**config.mk**
```make
export PLATFORM = sky130hd
export DESIGN_NAME = dcf_fifo
export DESIGN_NICKNAME = d
export VERILOG_FILES = /design/src/include/dcf_pkg.sv /design/src/include/dcf_ptr_if.sv /design/src/rtl/dcf_write_side.sv /design/src/rtl/dcf_read_side.sv /design/src/rtl/dcf_fifo.sv
export SDC_FILE = /design/constraint.sdc
export NUM_CORES = 1
export LEC_CHECK = 0
export BUFFER_PORTS_ARGS = -buffer_cell sky130_fd_sc_hd__buf_4
export CORE_MARGIN = 10
export CORE_UTILIZATION = 25
export DETAILED_ROUTE_END_ITERATION = 8
export PLACE_DENSITY = 0.49
export SYNTH_ARGS = -nofsm -noshare
export SYNTH_HDL_FRONTEND = slang
export SYNTH_SLANG_ARGS = --single-unit
export TNS_END_PERCENT = 5
```
**constraint.sdc**
```tcl
create_clock -name clock -period 4.05 [get_ports clock]
set_input_delay 0.6075 -clock clock [delete_from_list [all_inputs] [get_ports clock]]
set_output_delay 0.6075 -clock clock [all_outputs]
set_load 0.05 [all_outputs]
```
**src/include/dcf_pkg.sv**
```systemverilog
// Behaviour
// - Full flag releases promptly after a read.
// - Empty flag releases promptly after a write.
// - Almost-empty flag updates in read domain.
// - Almost-full flag updates in write domain.
// - Shared pin high at reset: second enable.
// - Shared pin low at reset: offset load.
// - Data outputs low when enabled after reset.
// - Free-running clocks accepted during reset.
// - First word appears read after empty releases.
// - First-word latency bounded at empty boundary.
// - Almost-empty asserts at empty offset n.
// - Almost-full asserts at depth minus m.
// - Almost-full threshold is depth minus m.
// - Writes ignored while full flag is low.
// - Reads ignored while empty flag is low.
// - Empty offset defaults to seven words.
// - Full offset defaults to seven words.
package dcf_pkg;

  // ----------------------------------------------------------------
  // Geometry
  // ----------------------------------------------------------------
  localparam int DATA_W = 9;
  localparam int ADDR_W = 6;
  localparam int PTR_W = 7;
  // Number of words held by the array.
  localparam logic [6:0] DEPTH = 7'h40;
  // Reset value of both flag offsets.
  localparam logic [5:0] OFFSET_DEFAULT = 6'h07;
  // Value of the data outputs after reset.
  localparam logic [8:0] DATA_RESET = 9'h000;

  // ----------------------------------------------------------------
  // Timing
  // ----------------------------------------------------------------
  localparam int CLK_PERIOD_NS = 50;
  localparam int FULL_EMPTY_EDGE_SPACING_MIN_NS = 5;
  localparam int PARTIAL_FLAG_EDGE_SPACING_MIN_NS = 10;
  localparam int RESET_PULSE_WIDTH_MIN_NS = 10;
  // Least times round up to whole clock cycles.
  localparam int FULL_EMPTY_EDGE_SPACING_MIN_CYC =
    (FULL_EMPTY_EDGE_SPACING_MIN_NS + CLK_PERIOD_NS - 1) / CLK_PERIOD_NS;
  localparam int PARTIAL_FLAG_EDGE_SPACING_MIN_CYC =
    (PARTIAL_FLAG_EDGE_SPACING_MIN_NS + CLK_PERIOD_NS - 1) / CLK_PERIOD_NS;
  localparam int RESET_PULSE_WIDTH_MIN_CYC =
    (RESET_PULSE_WIDTH_MIN_NS + CLK_PERIOD_NS - 1) / CLK_PERIOD_NS;

  // ----------------------------------------------------------------
  // Types
  // ----------------------------------------------------------------
  // Role of the shared write-enable-two/load pin.
  typedef enum logic {
    DCF_ROLE_LOAD = 1'b0,
    DCF_ROLE_ENABLE = 1'b1
  } dcf_role_type;

  // Which offset register the next load access reaches.
  typedef enum logic {
    DCF_SEL_EMPTY = 1'b0,
    DCF_SEL_FULL = 1'b1
  } dcf_sel_type;

  // Binary to Gray conversion of a pointer.
  function automatic logic [6:0] bin_to_gray(input logic [6:0] b);
    return b ^ (b >> 1);
  endfunction

  // Gray to binary conversion of a pointer.
  function automatic logic [6:0] gray_to_bin(input logic [6:0] g);
    logic [6:0] b;
    b = g;
    for (int i = 5; i >= 0; i--) begin
      b[i] = b[i + 1] ^ g[i];
    end
    return b;
  endfunction

endpackage

```
**src/include/dcf_ptr_if.sv**
```systemverilog
`timescale 1ns/1ps
// Pointers passed between the write side and the read side.
interface dcf_ptr_if;
  // Gray-coded pointers, the only values that cross sides.
  logic [6:0] wr_gray;
  logic [6:0] rd_gray;
  // Binary pointers, used locally as array addresses.
  logic [6:0] wr_bin;
  logic [6:0] rd_bin;
  modport wr_end (output wr_gray, output wr_bin, input rd_gray);
  modport rd_end (output rd_gray, output rd_bin, input wr_gray);
endinterface

```
**src/rtl/dcf_write_side.sv**
```systemverilog
`timescale 1ns/1ps
// Write pointer, full flag and almost-full flag.
module dcf_write_side (
  input wire logic clock,
  input wire logic arst_n,
  input wire logic write_req,
  input wire logic [5:0] full_offset,
  dcf_ptr_if.wr_end ptr,
  output logic full_flag_n,
  output logic almost_full_flag_n,
  output logic write_go
);

  // ----------------------------------------------------------------
  // Pointer arithmetic
  // ----------------------------------------------------------------
  logic [6:0] wbin; // Binary write pointer.
  logic [6:0] rd_meta; // First synchroniser stage.
  logic [6:0] rd_sync; // Second synchroniser stage.
  logic [6:0] next_wbin;
  logic [6:0] rd_sync_bin;
  logic [6:0] next_count;
  logic next_full;
  logic next_almost_full;

  // A write only counts while the full flag is high.
  assign write_go = write_req && full_flag_n;
  assign next_wbin = wbin + {6'h00, write_go};
  assign rd_sync_bin = dcf_pkg::gray_to_bin(rd_sync);
  assign next_count = next_wbin - rd_sync_bin;
  assign next_full = next_count == dcf_pkg::DEPTH;
  // Threshold is depth less the full offset.
  assign next_almost_full = next_count >= (dcf_pkg::DEPTH - {1'b0, full_offset});
  assign ptr.wr_bin = wbin;

  // ----------------------------------------------------------------
  // Registers
  // ----------------------------------------------------------------
  // Flags are registered on the write clock only.
  always_ff @(posedge clock or negedge arst_n) begin
    if (!arst_n) begin
      wbin <= 7'h00;
      ptr.wr_gray <= 7'h00;
      rd_meta <= 7'h00;
      rd_sync <= 7'h00;
      full_flag_n <= 1'b1;
      almost_full_flag_n <= 1'b1;
    end else begin
      wbin <= next_wbin;
      ptr.wr_gray <= dcf_pkg::bin_to_gray(next_wbin);
      rd_meta <= ptr.rd_gray;
      rd_sync <= rd_meta;
      full_flag_n <= !next_full;
      almost_full_flag_n <= !next_almost_full;
    end
  end

  // ----------------------------------------------------------------
  // Checks
  // ----------------------------------------------------------------
  chk_full_blocks_write: assert property (
    @(posedge clock) disable iff (!arst_n) !full_flag_n |-> !write_go)
    else $error("write accepted while full");
  chk_full_release: assert property (
    @(posedge clock) disable iff (!arst_n)
    (!full_flag_n && rd_sync != $past(rd_sync)) |=> full_flag_n)
    else $error("full flag held after read seen");
  chk_almost_before_full: assert property (
    @(posedge clock) disable iff (!arst_n) !full_flag_n |-> !almost_full_flag_n)
    else $error("full without almost full");
  chk_gray_one_step: assert property (
    @(posedge clock) disable iff (!arst_n)
    $countones(ptr.wr_gray ^ $past(ptr.wr_gray)) <= 1)
    else $error("write gray pointer moved more than one bit");

endmodule

```
**src/rtl/dcf_read_side.sv**
```systemverilog
`timescale 1ns/1ps
// Read pointer, empty flag and almost-empty flag.
module dcf_read_side (
  input wire logic clock,
  input wire logic arst_n,
  input wire logic read_req,
  input wire logic [5:0] empty_offset,
  dcf_ptr_if.rd_end ptr,
  output logic empty_flag_n,
  output logic almost_empty_flag_n,
  output logic read_go
);

  // ----------------------------------------------------------------
  // Pointer arithmetic
  // ----------------------------------------------------------------
  logic [6:0] rbin; // Binary read pointer.
  logic [6:0] wr_meta; // First synchroniser stage.
  logic [6:0] wr_sync; // Second synchroniser stage.
  logic [6:0] next_rbin;
  logic [6:0] wr_sync_bin;
  logic [6:0] next_count;

  // A read only counts while the empty flag is high.
  assign read_go = read_req && empty_flag_n;
  assign next_rbin = rbin + {6'h00, read_go};
  assign wr_sync_bin = dcf_pkg::gray_to_bin(wr_sync);
  assign next_count = wr_sync_bin - next_rbin;
  assign ptr.rd_bin = rbin;

  // ----------------------------------------------------------------
  // Registers
  // ----------------------------------------------------------------
  // A write reaches the empty flag two synchroniser edges plus one later.
  always_ff @(posedge clock or negedge arst_n) begin
    if (!arst_n) begin
      rbin <= 7'h00;
      ptr.rd_gray <= 7'h00;
      wr_meta <= 7'h00;
      wr_sync <= 7'h00;
      empty_flag_n <= 1'b0;
      almost_empty_flag_n <= 1'b0;
    end else begin
      rbin <= next_rbin;
      ptr.rd_gray <= dcf_pkg::bin_to_gray(next_rbin);
      wr_meta <= ptr.wr_gray;
      wr_sync <= wr_meta;
      empty_flag_n <= next_count != 7'h00;
      // Low while at most n words remain.
      almost_empty_flag_n <= next_count > {1'b0, empty_offset};
    end
  end

  // ----------------------------------------------------------------
  // Checks
  // ----------------------------------------------------------------
  chk_empty_blocks_read: assert property (
    @(posedge clock) disable iff (!arst_n) !empty_flag_n |-> !read_go)
    else $error("read accepted while empty");
  chk_empty_release: assert property (
    @(posedge clock) disable iff (!arst_n)
    (!empty_flag_n && wr_sync != $past(wr_sync)) |=> empty_flag_n)
    else $error("empty flag held after write seen");
  chk_almost_before_empty: assert property (
    @(posedge clock) disable iff (!arst_n) !empty_flag_n |-> !almost_empty_flag_n)
    else $error("empty without almost empty");

endmodule

```
**src/rtl/dcf_fifo.sv**
```systemverilog
`timescale 1ns/1ps
// 64 x 9 FIFO with programmable flag offsets and a strapped shared pin.
module dcf_fifo (
  input wire logic clock,
  input wire logic arst_n,
  input wire logic [8:0] write_data,
  input wire logic write_enable_one_n,
  input wire logic write_enable_two_or_load,
  input wire logic read_enable_one_n,
  input wire logic read_enable_two_n,
  input wire logic output_enable_n,
  output logic [8:0] data_out,
  output logic data_out_en,
  output logic full_flag_n,
  output logic empty_flag_n,
  output logic almost_full_flag_n,
  output logic almost_empty_flag_n
);

  // ----------------------------------------------------------------
  // Storage and state
  // ----------------------------------------------------------------
  logic [8:0] mem [0:63]; // Data array, not reset.
  logic reset_pending; // High until the first edge after reset release.
  dcf_pkg::dcf_role_type role; // Captured role of the shared pin.
  logic [5:0] empty_offset; // Offset n.
  logic [5:0] full_offset; // Offset m.
  dcf_pkg::dcf_sel_type load_wr_sel; // Next offset to be loaded.
  dcf_pkg::dcf_sel_type load_rd_sel; // Next offset to be read back.
  logic write_go;
  logic read_go;

  dcf_ptr_if ptr ();

  // ----------------------------------------------------------------
  // Request decode
  // ----------------------------------------------------------------
  // Both read enables must be low for any read.
  wire read_both_n = read_enable_one_n || read_enable_two_n;
  // The shared pin low in load role steers accesses to the offsets.
  wire load_active = (role == dcf_pkg::DCF_ROLE_LOAD) && !write_enable_two_or_load;
  // A data write needs enable one low and the shared pin high in both roles.
  wire write_req = !reset_pending && !write_enable_one_n && write_enable_two_or_load;
  wire load_write = !reset_pending && load_active && !write_enable_one_n;
  wire read_req = !reset_pending && !read_both_n && !load_active;
  wire load_read = !reset_pending && load_active && !read_both_n;
  // Offset value shown during a read-back.
  wire [5:0] load_rd_value =
    (load_rd_sel == dcf_pkg::DCF_SEL_EMPTY) ? empty_offset : full_offset;

  // ----------------------------------------------------------------
  // Write and read sides
  // ----------------------------------------------------------------
  dcf_write_side u_write (
    .clock(clock),
    .arst_n(arst_n),
    .write_req(write_req),
    .full_offset(full_offset),
    .ptr(ptr.wr_end),
    .full_flag_n(full_flag_n),
    .almost_full_flag_n(almost_full_flag_n),
    .write_go(write_go)
  );

  dcf_read_side u_read (
    .clock(clock),
    .arst_n(arst_n),
    .read_req(read_req),
    .empty_offset(empty_offset),
    .ptr(ptr.rd_end),
    .empty_flag_n(empty_flag_n),
    .almost_empty_flag_n(almost_empty_flag_n),
    .read_go(read_go)
  );

  // ----------------------------------------------------------------
  // Data array
  // ----------------------------------------------------------------
  // Accepted writes land at the write pointer.
  always_ff @(posedge clock) begin
    if (write_go) begin
      mem[ptr.wr_bin[5:0]] <= write_data;
    end
  end

  // ----------------------------------------------------------------
  // Role strap
  // ----------------------------------------------------------------
  // Reset forces constants only; the pin level is caught on the first
  // edge after release, so clocks may run throughout reset.
  always_ff @(posedge clock or negedge arst_n) begin
    if (!arst_n) begin
      reset_pending <= 1'b1;
      role <= dcf_pkg::DCF_ROLE_ENABLE;
    end else if (reset_pending) begin
      reset_pending <= 1'b0;
      role <= dcf_pkg::dcf_role_type'(write_enable_two_or_load);
    end
  end

  // ----------------------------------------------------------------
  // Offset registers
  // ----------------------------------------------------------------
  // Load writes fill the empty offset, then the full offset, in turn.
  always_ff @(posedge clock or negedge arst_n) begin
    if (!arst_n) begin
      empty_offset <= dcf_pkg::OFFSET_DEFAULT;
      full_offset <= dcf_pkg::OFFSET_DEFAULT;
      load_wr_sel <= dcf_pkg::DCF_SEL_EMPTY;
      load_rd_sel <= dcf_pkg::DCF_SEL_EMPTY;
    end else begin
      if (load_write) begin
        unique case (load_wr_sel)
          dcf_pkg::DCF_SEL_EMPTY: begin
            empty_offset <= write_data[5:0];
            load_wr_sel <= dcf_pkg::DCF_SEL_FULL;
          end
          dcf_pkg::DCF_SEL_FULL: begin
            full_offset <= write_data[5:0];
            load_wr_sel <= dcf_pkg::DCF_SEL_EMPTY;
          end
        endcase
      end
      if (load_read) begin
        load_rd_sel <= (load_rd_sel == dcf_pkg::DCF_SEL_EMPTY) ?
          dcf_pkg::DCF_SEL_FULL : dcf_pkg::DCF_SEL_EMPTY;
      end
    end
  end

  // ----------------------------------------------------------------
  // Output port
  // ----------------------------------------------------------------
  // Data is registered on a read; the enable follows the pin one edge late.
  always_ff @(posedge clock or negedge arst_n) begin
    if (!arst_n) begin
      data_out <= dcf_pkg::DATA_RESET;
      data_out_en <= 1'b0;
    end else begin
      data_out_en <= !output_enable_n;
      if (read_go) begin
        data_out <= mem[ptr.rd_bin[5:0]];
      end else if (load_read) begin
        data_out <= {3'h0, load_rd_value};
      end
    end
  end

  // ----------------------------------------------------------------
  // Checks
  // ----------------------------------------------------------------
  chk_offset_defaults: assert property (
    @(posedge clock) disable iff (!arst_n)
    reset_pending |-> (empty_offset == 6'h07 && full_offset == 6'h07))
    else $error("offsets not at default after reset");
  chk_role_held: assert property (
    @(posedge clock) disable iff (!arst_n) !reset_pending |=> $stable(role))
    else $error("pin role changed after strap");
  chk_first_word: assert property (
    @(posedge clock) disable iff (!arst_n)
    (read_go && $past(!empty_flag_n)) |=> data_out == $past(mem[ptr.rd_bin[5:0]]))
    else $error("first word missing after empty release");
  chk_data_hold: assert property (
    @(posedge clock) disable iff (!arst_n)
    (!read_go && !load_read) |=> $stable(data_out))
    else $error("data outputs changed without read");

endmodule

```
### Yosys cells after proc, flatten, opt, wreduce, memory -nomap -nowiden

Memory sizes are Yosys's and may differ from the RTL's.
Index checks and enable logic that the tools add are counted.

* $add $sub $neg: 5
* $lt $le $gt $ge: 2
* reduce and logical (&&, ||, !) cells: 23
* bitwise logic cells: 16
* eq/ne operators: 1
* muxes and demuxes: 7

Operators with widths (number)
* $mux W9: 2
* $add A7 B1 Y7: 2
* $sub A7 B7 Y7: 2
* $xor A7 B6 Y7: 2
* $xor A1 B1 Y1: 12
* $logic_and A1 B1 Y1: 10
* $logic_not A1 Y1: 8
* $eq A7 B7 Y1 const B: 1
* $ge A7 B7 Y1: 1
* $gt A7 B6 Y1: 1
* $reduce_bool A7 Y1: 1
* $sub A7 B6 Y7 const A: 1
* $mux W6: 1
* $reduce_and A2 Y1: 2
* $mux W1: 3
* $not A1 Y1: 2
* $pmux W1 S2: 1
* $reduce_bool A2 Y1: 1
* $logic_or A1 B1 Y1: 1

* output and inout port bits: 14
* RAM bits: 576
* bits of input ports: 16
* memories: 1
* register bits: 86

Memories
* mem: depth 64, bits a word 9, read ports 1, clocked after memory_dff 0, wr ports 1, line dcf_fifo.sv:23 `logic [8:0] mem [0:63];`

### Logic depth before layout (Yosys ltp)

Gate-level depths: netlist of run 1.

* depth after elaboration: 9
* depth in mapped cells: 17
* gate-level depth less buffers: 17

### Hierarchy

A second synthesis of run 1 with hierarchy kept.

* cells, all modules: 1368
* area, all modules: 26389.1 um^2

Modules (own cells, without submodules)
* dcf_fifo: cells each 1131, times used 1, area an instance 23500.0 um^2
* dcf_write_side: cells each 122, times used 1, area an instance 1485.2 um^2
* dcf_read_side: cells each 115, times used 1, area an instance 1403.8 um^2

### Worst setup path after synthesis of run 1

Ideal clock, no wire load.

* path type: register -> register
* start point: reg u_write.rd_sync[5]
* end point: reg u_write.full_flag_n
* arrival: 3.694 ns
* stages on the path, launching flop included: 15
* path slack: 0.262 ns
* library setup time: 0.094 ns
* clock period less this slack: 3.788 ns
* path through: dfrtp_1 -> xnor2_2 -> xor2_1 -> xor2_1 -> xor2_1 -> xor2_1 -> xnor2_1 -> ha_1 -> inv_2 -> fa_1 -> a21o_1 -> a21oi_1 -> xnor2_1 -> or4b_1 -> or4b_1

* cells in the longest elaborated chain, start to end: 9

Ends and longest elaborated chain
* start, declared: line dcf_write_side.sv:19 `logic [6:0] rd_sync;`
* start signal, assigned: line dcf_write_side.sv:52 `rd_sync <= rd_meta;`
* $xor A1 B1 Y1 (*): line dcf_pkg.sv:74 `b[i] = b[i + 1] ^ g[i];`
* $xor A1 B1 Y1 (5 in a row): line dcf_pkg.sv:74
* $sub A7 B7 Y7 (*): line dcf_write_side.sv:30 `assign next_count = next_wbin - rd_sync_bin;`
* $eq A7 B7 Y1 (*): line dcf_write_side.sv:31 `assign next_full = next_count == dcf_pkg::DEPTH;`
* $logic_not A1 Y1 (*): line dcf_write_side.sv:53 `full_flag_n <= !next_full;`
* end signal, assigned: line dcf_write_side.sv:53
* end, declared: line dcf_write_side.sv:9 `output logic full_flag_n,`

Every way passes the cells marked *; elsewhere a longest branch is shown, timed or not.
A chain may end at the register's enable or synchronous reset.

### Final worst setup path of run 1

* start point: reg u_write.rd_sync[6]
* end point: reg u_write.full_flag_n

* cells in the longest elaborated chain, start to end: 9

Ends and longest elaborated chain (line)
* $xor A1 B1 Y1 (6 in a row): dcf_pkg.sv:74
* $sub A7 B7 Y7 (*): dcf_write_side.sv:30
* $eq A7 B7 Y1 (*): dcf_write_side.sv:31
* $logic_not A1 Y1 (*): dcf_write_side.sv:53

Marks and branches as above.

==> metrics.md, run 1 <==
| Metric | Value |
|---|---|
| Max-cap violations | 0 |
| Measured slew at the worst slew-check pin | approximately 0.94 ns |
| Worst setup slack before clock tree synthesis | about 0.022 ns |
| Maximum number of pins on one net before global-route repair | 99 |
| Final worst-path setup slack | 0.185 ns |
| Ordered cell list for the critical path | xnor2_2 -> xor2_2 -> xor2_2 -> xor2_2 -> xor2_1 -> xnor2_1 -> ha_1 -> inv_2 -> fa_1 -> a21o_1 -> a21oi_2 -> xnor2_1 -> or4b_1 -> or4b_1 |
| Async set or reset register ratio after synthesis | 0.127 |
| Initial core utilization | 0.252 |
| WP data required | approximately 4.6 ns |
| Synth Flop Type | sky130_fd_sc_hd__edfxtp_1 |
| Critical-path cell with the highest stage delay | sky130_fd_sc_hd__or4b_1 |
| Leakage component of the power | around 0.010 uW |
| Worst vdd rail ir drop | around 550 uV |
| Number of warnings reported in the yosys synthesis log | 0 |
| Fraction of final layout cells with drive strength greater than 1 | 0.266 |
| Share of the synthesized area in the top cell type | 0.654 |
| Final Max Tran Viols | 0 |
| Ports | 30 |
| Post-detailed-route via-to-cell ratio | ~4.4 |
| CTS tree | built |
| Fraction of the core area covered by cells at the end of the flow | 0.295 |
| Fin Clk Skew | 0.0249 ns |
| Overall die height | between 300 and 400 microns |
| Number of instances in the synthesized netlist | about 1400 |
| Root buffer cell | sky130_fd_sc_hd__clkbuf_16 |
| Max-slew headroom at the worst pin | 0.371 |
| Final worst-path cycle share | 0.954 |
| Mapped cell area | roughly 26000 sq um |
| TritonCTS Sinks | 660 |
| Synth area leader | sky130_fd_sc_hd__edfxtp_1 |
| Post-Route Setup TNS | 0 ns |
| Area Overhead vs Synth | 17.2% |
| Sequential element share of the synthesized area | 0.734 |
| DP HPWL | 38.3 mm |
| Chip Width | about 350 microns |
| Number of buffers and inverters on the critical path | 1 |
| Post-route cell area | just over 30000 sq um |
| Wire length of the first global-routing pass | a little over 90 mm |
| CORE AREA | 105000 sq um |
| Largest fanout of any net on the critical path | 2 |
| Maximum achievable frequency | 259 MHz |
| Residual overflow from global routing | 0 |
| Row Count | approximately 120 |
| Vias in the first global route | about 14000 |
| Cell with the most instances on the worst path | sky130_fd_sc_hd__xor2_2 |
| Longest Clk Path Bufs | 3 |
| Number of enable flip-flop cells after synthesis | 576 |
| 1st-iter DRT viols | 1015 |
| Final count of negative-setup-slack endpoints | 0 |
| Clock edge transition at the registers on the reported setup and hold paths | 0.07 ns |
| Number of register bits inferred by synthesis | 660 |
| Clock insertion delay at the later pin of the skew report | about 0.63 ns |
| Synthesized Nets | ~1400 |
| Worst hold slack | 0.0899 ns |
| Routed wire length | 62.7 mm |
| Library cells used by synthesis | 56 |
| Count of TritonRoute iterations in the first routing pass | 5 |
| Routed WL per cell | roughly 21 microns |
| Post-detailed-placement cell area | about 29000 sq um |
| Category of the most critical setup path | reg2reg |
| Via count | approximately 13000 |
| Hold Buf Count CTS | 0 |
| Data arrival, critical path | roughly 4.4 ns |
| Min Clock Period, post-route | approximately 3.9 ns |
| Clock buffer count from CTS | about 70 |
| Result of the run | completed |
| Synthesized area per cell | 19.5 sq um |
| Die Footprint | between 100000 and 150000 sq um |
| Gr usage total | 0.104 |
| Fin nets | 1546 |
| IO buf count | 29 |
| Final hold vios | 0 |
| Leading post-synthesis cells by cell area | sky130_fd_sc_hd__edfxtp_1, sky130_fd_sc_hd__mux4_2, sky130_fd_sc_hd__dfrtp_1 |
| CP top delay family | XOR/XNOR gates |
| Count of unresolved DRC violations after routing | 0 |
| Min-Delay Path Class | in2async |
| Placer Congestion | around 0.8 |
| Max H-tree Level | 3 |
| Initial antenna violation count | 1 |
| Worst stage delay on the critical path | 0.48 ns |
| Crit path capture type | flip-flop |
| Sort of element at the start of the critical path | flip-flop |
| Total inserted antenna cells | 0 |
| Total power divided by cell area | 682 nW/um^2 |
| Count of nets left with antenna violations after detail routing | 0 |
==> path summary, 6_finish.rpt <==
| kind | from | to | slack (ns) | depth (start not counted) |
|---|---|---|---|---|
| max | u_write.rd_sync[6] | u_write.full_flag_n | 0.19 | 14 |
| min | arst_n | load_wr_sel | 0.09 | 1 |
| min reg2reg | u_read.ptr.rd_gray[4] | u_write.rd_meta[4] | 0.34 | 0 |
| max reg2reg | u_write.rd_sync[6] | u_write.full_flag_n | 0.19 | 14 |
| max in group asynchronous | arst_n | u_read.wr_sync[3] | 3.13 | 2 |
| min in group clock | output_enable_n | data_out_en | 0.14 | 2 |
==> Yosys cell counts, types with 3 or more instances <==
cell / number
sky130_fd_sc_hd__mux2_1: 18
sky130_fd_sc_hd__edfxtp_1: 576
sky130_fd_sc_hd__o21bai_1: 9
sky130_fd_sc_hd__a211oi_1: 7
sky130_fd_sc_hd__nor2_1: 84
sky130_fd_sc_hd__xor2_1: 29
sky130_fd_sc_hd__nand2_1: 34
sky130_fd_sc_hd__nand2b_1: 6
sky130_fd_sc_hd__nor2b_1: 11
sky130_fd_sc_hd__nand3_1: 13
sky130_fd_sc_hd__xnor2_1: 25
sky130_fd_sc_hd__nor4_1: 4
sky130_fd_sc_hd__a21o_1: 12
sky130_fd_sc_hd__mux2i_1: 38
sky130_fd_sc_hd__buf_2: 24
sky130_fd_sc_hd__buf_4: 6
sky130_fd_sc_hd__buf_12: 3
sky130_fd_sc_hd__nand4_1: 4
sky130_fd_sc_hd__dfstp_2: 10
sky130_fd_sc_hd__mux4_2: 144
sky130_fd_sc_hd__clkbuf_1: 15
sky130_fd_sc_hd__nor3_1: 12
sky130_fd_sc_hd__dfrtp_1: 74
sky130_fd_sc_hd__a21oi_1: 34
sky130_fd_sc_hd__mux2_2: 13
sky130_fd_sc_hd__inv_1: 26
sky130_fd_sc_hd__o21ai_0: 12
sky130_fd_sc_hd__ha_1: 30
sky130_fd_sc_hd__o21ai_1: 13
sky130_fd_sc_hd__buf_6: 10
sky130_fd_sc_hd__nand3b_1: 3
sky130_fd_sc_hd__o22ai_1: 15
sky130_fd_sc_hd__buf_1: 3
sky130_fd_sc_hd__a2111oi_0: 4
==> placed cells by master, fill, tap and decap left out, types with 15 or more instances in the layout <==
master / netlist / final
sky130_fd_sc_hd__clkbuf_1: 15 / 22
sky130_fd_sc_hd__nand2_1: 34 / 34
sky130_fd_sc_hd__mux2i_1: 38 / 38
sky130_fd_sc_hd__mux4_2: 144 / 144
sky130_fd_sc_hd__nor2_1: 84 / 84
sky130_fd_sc_hd__edfxtp_1: 576 / 576
sky130_fd_sc_hd__xor2_1: 29 / 26
sky130_fd_sc_hd__o22ai_1: 15 / 15
sky130_fd_sc_hd__ha_1: 30 / 30
sky130_fd_sc_hd__xnor2_1: 25 / 25
sky130_fd_sc_hd__clkbuf_16: 0 / 72
sky130_fd_sc_hd__buf_4: 6 / 129
sky130_fd_sc_hd__dfrtp_1: 74 / 71
sky130_fd_sc_hd__inv_1: 26 / 26
sky130_fd_sc_hd__a21oi_1: 34 / 33
sky130_fd_sc_hd__mux2_1: 18 / 18
==> per-layer routing <==
layer | vias up | wire (microns) | share of wire | track usage
met5 | - | 7 | 0.00011 | 0
met4 | 2 | 1630 | 0.026 | 0.0311
met3 | 102 | 3500 | 0.056 | 0.0279
met2 | 276 | 28100 | 0.45 | 0.155
met1 | 6803 | 29600 | 0.47 | 0.146
li1 | 5686 | - | - | -
==> timing repair <==
| item | in CTS | in global routing |
|---|---|---|
| endpoints found under the setup margin | 0 | 2 |
| hold endpoints to repair | 0 | 0 |
| gates resized for setup | 0 | 4 |
| buffers inserted | 0 | 4 |
==> state kept, by name, indices dropped and copies added, names as in the netlist, 6 cells and up <==
name,flops
data_out,9
empty_offset,6
full_offset,6
mem,576
u_read.ptr.rd_bin,6
u_read.ptr.rd_gray,7
u_read.wr_meta,7
u_read.wr_sync,7
u_write.ptr.wr_bin,6
u_write.ptr.wr_gray,7
u_write.rd_meta,7
u_write.rd_sync,7
==> worst reg2reg max path, stage by stage, from the launching register on <==
cell,delay (ns)
sky130_fd_sc_hd__dfrtp_1,0.41
sky130_fd_sc_hd__xnor2_2,0.25
sky130_fd_sc_hd__xor2_2,0.23
sky130_fd_sc_hd__xor2_2,0.22
sky130_fd_sc_hd__xor2_2,0.19
sky130_fd_sc_hd__xor2_1,0.25
sky130_fd_sc_hd__xnor2_1,0.16
sky130_fd_sc_hd__ha_1,0.18
sky130_fd_sc_hd__inv_2,0.05
sky130_fd_sc_hd__fa_1,0.45
sky130_fd_sc_hd__a21o_1,0.18
sky130_fd_sc_hd__a21oi_2,0.17
sky130_fd_sc_hd__xnor2_1,0.10
sky130_fd_sc_hd__or4b_1,0.48
sky130_fd_sc_hd__or4b_1,0.48
==> power by group <==
part           leakage, uW  internal, uW  total [uW]  switching, uW
sequential         0.00621          7780        8120            336
combinational      0.00296          3130        6900           3770
clock              0.00107          3510        6140           2630
==> through the flow <==
| stage | instances | total power, uW |
|---|---|---|
| global placement | 2812 | 15200 |
| detailed placement | 2812 | 15200 |
| global route | 2942 | 22300 |
| floorplan | 1356 | 13200 |
| CTS | 2938 | 21400 |
| finish | 2942 | 21200 |
==> cell type report <==
cell class                      instances  area (sq um)
Timing Repair Buffer                  131          1010
Multi-Input combinational cell        605          6540
Sequential cell                       660         19400
Inverter                               29           109
Clock inverter                         31           287
Clock buffer                           95          1900
Fill cell                           10400         74100
Tap cell                             1391          1740
==> logic make-up after synthesis <==
group / count (synthesis) / share of synthesized area
mux: 213 / 0.150
compound gates: 117 / 0.0277
xor+xnor: 57 / 0.0201
flops: 660 / 0.734
fa+ha+maj: 32 / 0.0157
other cells: 1 / 0.000142
simple gates: 185 / 0.0325
buf+inv: 91 / 0.0200
Note: power is estimated with default switching activity, not from simulation.
==> inputs of run 2 (changes only) <==
Settings changed: MAX_ROUTING_LAYER set to met4.
==> metrics.md, run 2 (same netlist as run 1, synthesis figures left out) <==
| Metric | Value |
|---|---|
| Maximum number of pins on one net before global-route repair | 99 (unchanged) |
| Root buffer cell | sky130_fd_sc_hd__clkbuf_16 |
| Via count | 12900 (+0.031%) |
| Count of nets left with antenna violations after detail routing | 0 (unchanged) |
| Vias in the first global route | 13500 (-0.074%) |
| Clock Power Share | 0.290 (about the same) |
| Count of unresolved DRC violations after routing | 0 (unchanged) |
| Max-slew headroom at the worst pin | 0.375 (+0.00465) |
| Post-Route Setup TNS | 0 ns (unchanged) |
| Ports | 30 (unchanged) |
| Data arrival, critical path | 4.39 ns (about the same) |
| Routed wire length | 62.7 mm (about the same) |
| Gr usage total | 0.107 (+0.00303) |
| Min Clock Period, post-route | 3.86 ns (-0.00146 ns) |
| Switching part of the total power | 0.318 (-0.000404) |
| Hold Buf Count CTS | 0 (unchanged) |
| Power share of the sequential group | 0.384 (about the same) |
| Initial antenna violation count | 1 (unchanged) |
| Total power divided by cell area | 682 nW/um^2 (about the same) |
| Setup slack of the worst register-to-register path | 0.19 ns (about the same) |
| DP HPWL | 38.3 mm (unchanged) |
| Layer with the highest usage | met2 |
| Share of total power in combinational logic | 0.326 (about the same) |
| Met1 track utilization from global routing | 0.146 (+0.000205) |
| Routed WL per cell | 21.3 microns (-0.12%) |
| Endpoint of the lowest-slack register-to-register path | u_write.full_flag_n |
| Fin Clk Skew | 0.0218 ns (-0.00306 ns) |
| Result of the run | completed |
| Final worst-path cycle share | 0.954 (about the same) |
| Most frequent standard cell in the layout excluding fill and tap cells | sky130_fd_sc_hd__edfxtp_1 |
| Final count of negative-setup-slack endpoints | 0 (unchanged) |
| Final hold vios | 0 (unchanged) |
| Post-detailed-route via-to-cell ratio | 4.37 (about the same) |
| Clock buffer count from CTS | 71 (unchanged) |
| Internal Power | 14400 uW (about the same) |
| Measured slew at the worst slew-check pin | 0.935 ns (-0.00696 ns) |
| Maximum achievable frequency | 259 MHz (about the same) |
| Sort of element at the start of the critical path | flip-flop |
| 1st-iter DRT viols | 1034 (+1.9%) |
| Met2 Resource Use GR | 0.155 (unchanged) |
| WP data required | 4.58 ns (about the same) |
| Worst hold slack | 0.0926 ns (+0.00269 ns) |
| Die Footprint | 119000 sq um (unchanged) |
| Longest Clk Path Bufs | 3 (unchanged) |
| Min-Delay Path Class | in2async |
| Ordered cell list for the critical path | xnor2_2 -> xor2_2 -> xor2_2 -> xor2_2 -> xor2_1 -> xnor2_1 -> ha_1 -> inv_2 -> fa_1 -> a21o_1 -> a21oi_2 -> xnor2_1 -> or4b_1 -> or4b_1 |
| Largest fanout of any net on the critical path | 2 (unchanged) |
| Cell with the most instances on the worst path | sky130_fd_sc_hd__xor2_2 |
| Filler cells | 10400 (unchanged) |
| IO buf count | 29 (unchanged) |
| Worst stage delay on the critical path | 0.48 ns (about the same) |
| Placer Congestion | 0.815 (+1.5%) |
| Crit path from | u_write.rd_sync[6] |
| Category of the most critical setup path | reg2reg |
| TritonCTS Sinks | 660 (unchanged) |
| Wire length of the first global-routing pass | 93.1 mm (about the same) |
| Residual overflow from global routing | 0 (unchanged) |
| Max-cap violations | 0 (unchanged) |
| Switching Power | 6720 uW (-0.20%) |
| Crit path capture type | flip-flop |
| Chip Width | 345 microns (unchanged) |
| Row Count | 119 (unchanged) |
| GR met3 Demand/Resource | 0.0278 (-0.000161) |
| Flip-flop count of the largest register after layout | 576 (unchanged) |
| Leading cell types in the layout, fill and taps excluded | sky130_fd_sc_hd__edfxtp_1, sky130_fd_sc_hd__mux4_2, sky130_fd_sc_hd__buf_4 |
| Critical-path cell with the highest stage delay | sky130_fd_sc_hd__or4b_1 |
| Leakage component of the power | 0.0102 uW (unchanged) |
| Count of TritonRoute iterations in the first routing pass | 4 (-1) |
| Worst vdd rail ir drop | 547 uV (about the same) |
| Fraction of final layout cells with drive strength greater than 1 | 0.266 (unchanged) |
| Final Max Tran Viols | 0 (unchanged) |
| R2R Path Start | u_write.rd_sync[6] |
| Max H-tree Level | 3 (unchanged) |
| Initial core utilization | 0.252 (unchanged) |
| Clock edge transition at the registers on the reported setup and hold paths | 0.07 ns (about the same) |
| Area Overhead vs Synth | 17.2% (about the same) |
| CTS tree | built |
| CORE AREA | 105000 sq um (unchanged) |
| Overall die height | 345 microns (unchanged) |
| Clock insertion delay at the later pin of the skew report | 0.62 ns (about the same) |
| Worst Reg2Reg Path Length in Cells | 14 (unchanged) |
| Worst setup path endpoint | u_write.full_flag_n |
| Fin nets | 1546 (unchanged) |
[run 2: cell types whose count changed in the layout (fill, tap and decap cells not counted)]
cell                      change
sky130_fd_sc_hd__diode_2      +1
[run 2: final cells by class]
class	instances	area, sq um	area share
inverter	29	109	0.00351
timing repair buffer	131	1010	0.0325
multi-input combinational	605	6540	0.211
antenna	1	2.50	0.0000807
clock inverter	31	287	0.00924
clock buffer	95	1900	0.0612
sequential	660	19400	0.626
tap	1391	1740	0.0561
[run 2: worst min path at each step]
stage	from	to	slack (ns)
final	arst_n	load_wr_sel	0.09
after global routing	output_enable_n	data_out_en	0.11
after CTS	arst_n	u_read.ptr.rd_gray[2]	0.08
after detailed placement	u_read.ptr.rd_gray[2]	u_write.rd_meta[2]	0.34
after global placement	u_write.ptr.wr_gray[3]	u_read.wr_meta[3]	0.33
after floorplan	arst_n	data_out[0]	0.31
[run 2: layer usage]
| metal | routed length (microns) | vias up |
|---|---|---|
| li1 | - | 5690 |
| met1 | 29400 | 6792 |
| met2 | 28000 | 296 |
| met3 | 3690 | 95 |
| met4 | 1580 | 0 |
| met5 | 0 | - |
[run 2: through the flow]
| stage | instance area, sq um | setup slack, ns | power, uW | util | cells |
|---|---|---|---|---|---|
| 6_report | 31000 | 0.187 | 21100 | 0.295 | 2943 |
| 3_3_place_gp | 28800 | 0.126 | 15200 | 0.274 | 2812 |
| 4_1_cts | 30900 | 0.00947 | 21400 | 0.294 | 2938 |
| 2_1_floorplan | 26500 | 0.262 | 13200 | - | 1356 |
| 5_1_grt | 31000 | -0.0261 | 22300 | 0.295 | 2943 |
| 3_5_place_dp | 28800 | 0.0225 | 15200 | 0.274 | 2812 |
[run 2: critical path, delay by kind of cell, from the launching register on]
kind / cells / cell delay (ns)
AO/OA/AOI/OAI: 2 / 0.35
AND/OR/NAND/NOR: 2 / 0.96
XOR/XNOR: 7 / 1.39
flip-flops: 1 / 0.41
adder cells (fa/ha/maj): 2 / 0.63
buffers and inverters: 1 / 0.05
[run 2: repair_timing]
item	CTS	global route
gates resized for setup	0	4
setup endpoints to repair	0	2
setup buffers	0	4
[run 2: power groups by stage]
stage / clock (uW) / sequential, uW / combinational (uW)
global route: 6580 / 8160 / 7570
CTS: 6310 / 8110 / 6990
detailed placement: 0 / 8240 / 6950
global placement: 0 / 8250 / 6960
floorplan: 0 / 8230 / 5000
finish: 6140 / 8110 / 6890
==> inputs of run 3 (changes only) <==
Settings changed: SYNTH_HIERARCHICAL set to 1.
==> metrics.md, run 3 <==
| Metric | Value |
|---|---|
| Clock buffer count from CTS | 72 (+1.4%) |
| Share of total power in combinational logic | 0.313 (-0.013) |
| Number of register bits inferred by synthesis | 660 (unchanged) |
| Leading post-synthesis cells by cell area | sky130_fd_sc_hd__edfxtp_1, sky130_fd_sc_hd__mux4_2, sky130_fd_sc_hd__dfrtp_1 |
| Internal Power | 14400 uW (-0.42%) |
| Hold Buf Count CTS | 0 (unchanged) |
| Placer Congestion | 0.778 (-4.6%) |
| Synth area leader | sky130_fd_sc_hd__edfxtp_1 |
| Initial core utilization | 0.251 (-0.000631) |
| Routed WL per cell | 22.6 microns (+6.0%) |
| Root buffer cell | sky130_fd_sc_hd__clkbuf_16 |
| Power after layout | 21000 uW (-0.56%) |
| Clock Power Share | 0.298 (+0.008) |
| Measured slew at the worst slew-check pin | 1.10 ns (+0.167 ns) |
| TritonCTS Sinks | 660 (unchanged) |
| Vias in the first global route | 14000 (+3.8%) |
| Most frequent standard cell in the layout excluding fill and tap cells | sky130_fd_sc_hd__edfxtp_1 |
| Leading post-synthesis cells by instance count | sky130_fd_sc_hd__edfxtp_1, sky130_fd_sc_hd__mux4_2, sky130_fd_sc_hd__nor2_1, sky130_fd_sc_hd__dfrtp_1, sky130_fd_sc_hd__nand2_1 |
| Via count | 13300 (+3.7%) |
| DP HPWL | 41.7 mm (+8.8%) |
| Post-route cell area | 31200 sq um (+0.55%) |
| CORE AREA | 105000 sq um (unchanged) |
| Maximum number of pins on one net before global-route repair | 91 (-8.1%) |
| Final Max Tran Viols | 0 (unchanged) |
| Unrepaired setup endpoints after global routing | false |
| Share of the synthesized area in the top cell type | 0.655 (+0.00164) |
| Total power divided by cell area | 674 nW/um^2 (-1.1%) |
| Overall die height | 345 microns (-0.12%) |
| Longest Clk Path Bufs | 3 (unchanged) |
| IO buf count | 29 (unchanged) |
| Synth Flop Type | sky130_fd_sc_hd__edfxtp_1 |
| Chip Width | 345 microns (-0.12%) |
| Post-Route Setup TNS | 0 ns (unchanged) |
| Flip-flop count of the largest register after layout | 576 (unchanged) |
| Largest fanout of any net on the critical path | 3 (+1) |
| Residual overflow from global routing | 0 (unchanged) |
| Clock insertion delay at the later pin of the skew report | 0.61 ns (about the same) |
| Result of the run | completed |
| Final worst-path cycle share | 0.927 (-0.0274) |
| Maximum achievable frequency | 266 MHz (+3.0%) |
| Clock edge transition at the registers on the reported setup and hold paths | 0.06 ns (about the same) |
| Routed wire length | 66.8 mm (+6.6%) |
| Crit path capture type | flip-flop |
| Fraction of final layout cells with drive strength greater than 1 | 0.280 (+0.0140) |
| Number of instances in the synthesized netlist | 1368 (+0.88%) |
| Power share of the sequential group | 0.389 (+0.005) |
| Sort of element at the start of the critical path | flip-flop |
| Synthesized area per cell | 19.3 sq um (-1.1%) |
| Max-cap violations | 0 (unchanged) |
| Final hold vios | 0 (unchanged) |
| Final count of negative-setup-slack endpoints | 0 (unchanged) |
| Post-detailed-placement cell area | 28900 sq um (+0.33%) |
| Mapped cell area | 26400 sq um (-0.25%) |
| Leakage component of the power | 0.0103 uW (+0.33%) |
| Count of unresolved DRC violations after routing | 0 (unchanged) |
| Wire length on met2 | 30.4 mm (+8.8%) |
| Min-Delay Path Class | in2reg |
| Initial antenna violation count | 8 (+7) |
| Most common cell in the synthesized netlist | sky130_fd_sc_hd__edfxtp_1 |
| Max H-tree Level | 3 (unchanged) |
| Row Count | 119 (unchanged) |
| Sequential element share of the synthesized area | 0.736 (+0.00184) |
| Min Clock Period, post-route | 3.75 ns (-0.111 ns) |
| Leading cell types in the layout, fill and taps excluded | sky130_fd_sc_hd__edfxtp_1, sky130_fd_sc_hd__mux4_2, sky130_fd_sc_hd__buf_4 |
| Area Overhead vs Synth | 18.2% |
| Category of the most critical setup path | reg2reg |
| Post-detailed-route via-to-cell ratio | 4.51 (+3.1%) |
| Library cells used by synthesis | 67 (+20%) |
| Fin nets | 1557 (+0.71%) |
| Worst vdd rail ir drop | 598 uV (+9.4%) |
| Synthesized Nets | 1416 (+0.85%) |
| Ports | 30 (unchanged) |
| Switching part of the total power | 0.317 (-0.000937) |
| Data arrival, critical path | 4.23 ns (-0.16 ns) |
| Die Footprint | 119000 sq um (-0.23%) |
| Gr usage total | 0.116 (+0.00882) |
| Count of TritonRoute iterations in the first routing pass | 5 (+1) |
| WP data required | 4.53 ns (-0.05 ns) |
| Count of nets left with antenna violations after detail routing | 0 (unchanged) |
| Switching Power | 6660 uW (-0.85%) |
| Worst hold slack | 0.132 ns (+0.0390 ns) |
| Async set or reset register ratio after synthesis | 0.127 (unchanged) |
| CTS tree | built |
| Number of warnings reported in the yosys synthesis log | 6 (+6) |
| Fin Clk Skew | 0.0218 ns (-0.000000600 ns) |
| Number of enable flip-flop cells after synthesis | 576 (unchanged) |
| Wire length of the first global-routing pass | 98.1 mm (+5.4%) |
| 1st-iter DRT viols | 1188 (+15%) |
| Total met3 wirelength after detailed routing | 3.51 mm (-5.0%) |
| Max-slew headroom at the worst pin | 0.265 (-0.110) |
| Max Used Layer | met4 |
| Wire length the detailed router placed on met1 | 31.2 mm (+6.1%) |
run 3: power groups by stage:
stage               combinational (uW)  clock, uW  sequential, uW
global placement                  6470          0            8300
floorplan                         4490          0            8270
detailed placement                6490          0            8300
global route                      7280       6700            8210
CTS                               6520       6420            8170
finish                            6590       6260            8170
run 3: cells by family after synthesis:
family / after synthesis / share of synthesized area
flip-flops: 660 / 0.736
multiplexers: 212 / 0.147
other: 1 / 0.000142
XOR/XNOR: 50 / 0.0197
AND/OR/NAND/NOR: 220 / 0.0393
AO/OA/AOI/OAI: 104 / 0.0275
buffers and inverters: 89 / 0.0147
adder cells (fa/ha/maj): 32 / 0.0157
run 3: final cells by class:
type | count | area, sq um
Fill cell | 10300 | 73900
Multi-Input combinational cell | 619 | 6640
Clock buffer | 91 | 1930
Antenna cell | 7 | 17.5
Inverter | 26 | 97.6
Timing Repair Buffer | 130 | 1030
Clock inverter | 37 | 307
Tap cell | 1391 | 1740
Sequential cell | 660 | 19400
run 3: final timing paths:
path,startpoint,end,slack (ns),depth (start not counted)
worst max register to register,u_read/wr_sync[6],u_read/empty_flag_n,0.30,13
worst min-delay path,output_enable_n,data_out_en,0.13,2
max in group asynchronous,arst_n,u_read/ptr.rd_bin[1],3.01,1
worst max-delay path,u_read/wr_sync[6],u_read/empty_flag_n,0.30,13
worst min register to register,u_read/ptr.rd_gray[4],u_write/rd_meta[4],0.35,0
min in group asynchronous,arst_n,data_out_en,0.19,1
run 3: routing by layer:
layer / vias to the layer above / track usage
met1: 7136 / 0.156
met2: 335 / 0.171
met4: 0 / 0.0353
met3: 110 / 0.0294
li1: 5766 / -
met5: - / -
run 3: critical path, stage by stage (launching register included):
cell and delay [ns]:
sky130_fd_sc_hd__dfrtp_1 0.42, sky130_fd_sc_hd__xor3_2 0.43, sky130_fd_sc_hd__xnor2_2 0.18, sky130_fd_sc_hd__xnor2_2 0.26, sky130_fd_sc_hd__xor2_2 0.19, sky130_fd_sc_hd__xnor2_1 0.14, sky130_fd_sc_hd__ha_1 0.18, sky130_fd_sc_hd__inv_1 0.06
sky130_fd_sc_hd__fa_1 0.46, sky130_fd_sc_hd__a21o_1 0.18, sky130_fd_sc_hd__a21oi_2 0.16, sky130_fd_sc_hd__xnor2_1 0.10, sky130_fd_sc_hd__or4b_1 0.46, sky130_fd_sc_hd__or4_1 0.40
run 3: what timing repair did:
| action | 4_1_cts | 5_1_grt |
|---|---|---|
| hold endpoints to repair | 0 | 0 |
| setup endpoints to repair | 0 | 3 |
| setup buffers | 0 | 3 |
| resized for setup | 0 | 7 |
run 3: metrics by stage:
step	setup slack (ns)	util	instances
2_1_floorplan	0.316	-	1368
3_3_place_gp	0.0961	0.275	2823
3_5_place_dp	0.0420	0.275	2823
4_1_cts	0.0123	0.296	2951
5_1_grt	0.00236	0.297	2961
6_report	0.298	0.297	2961
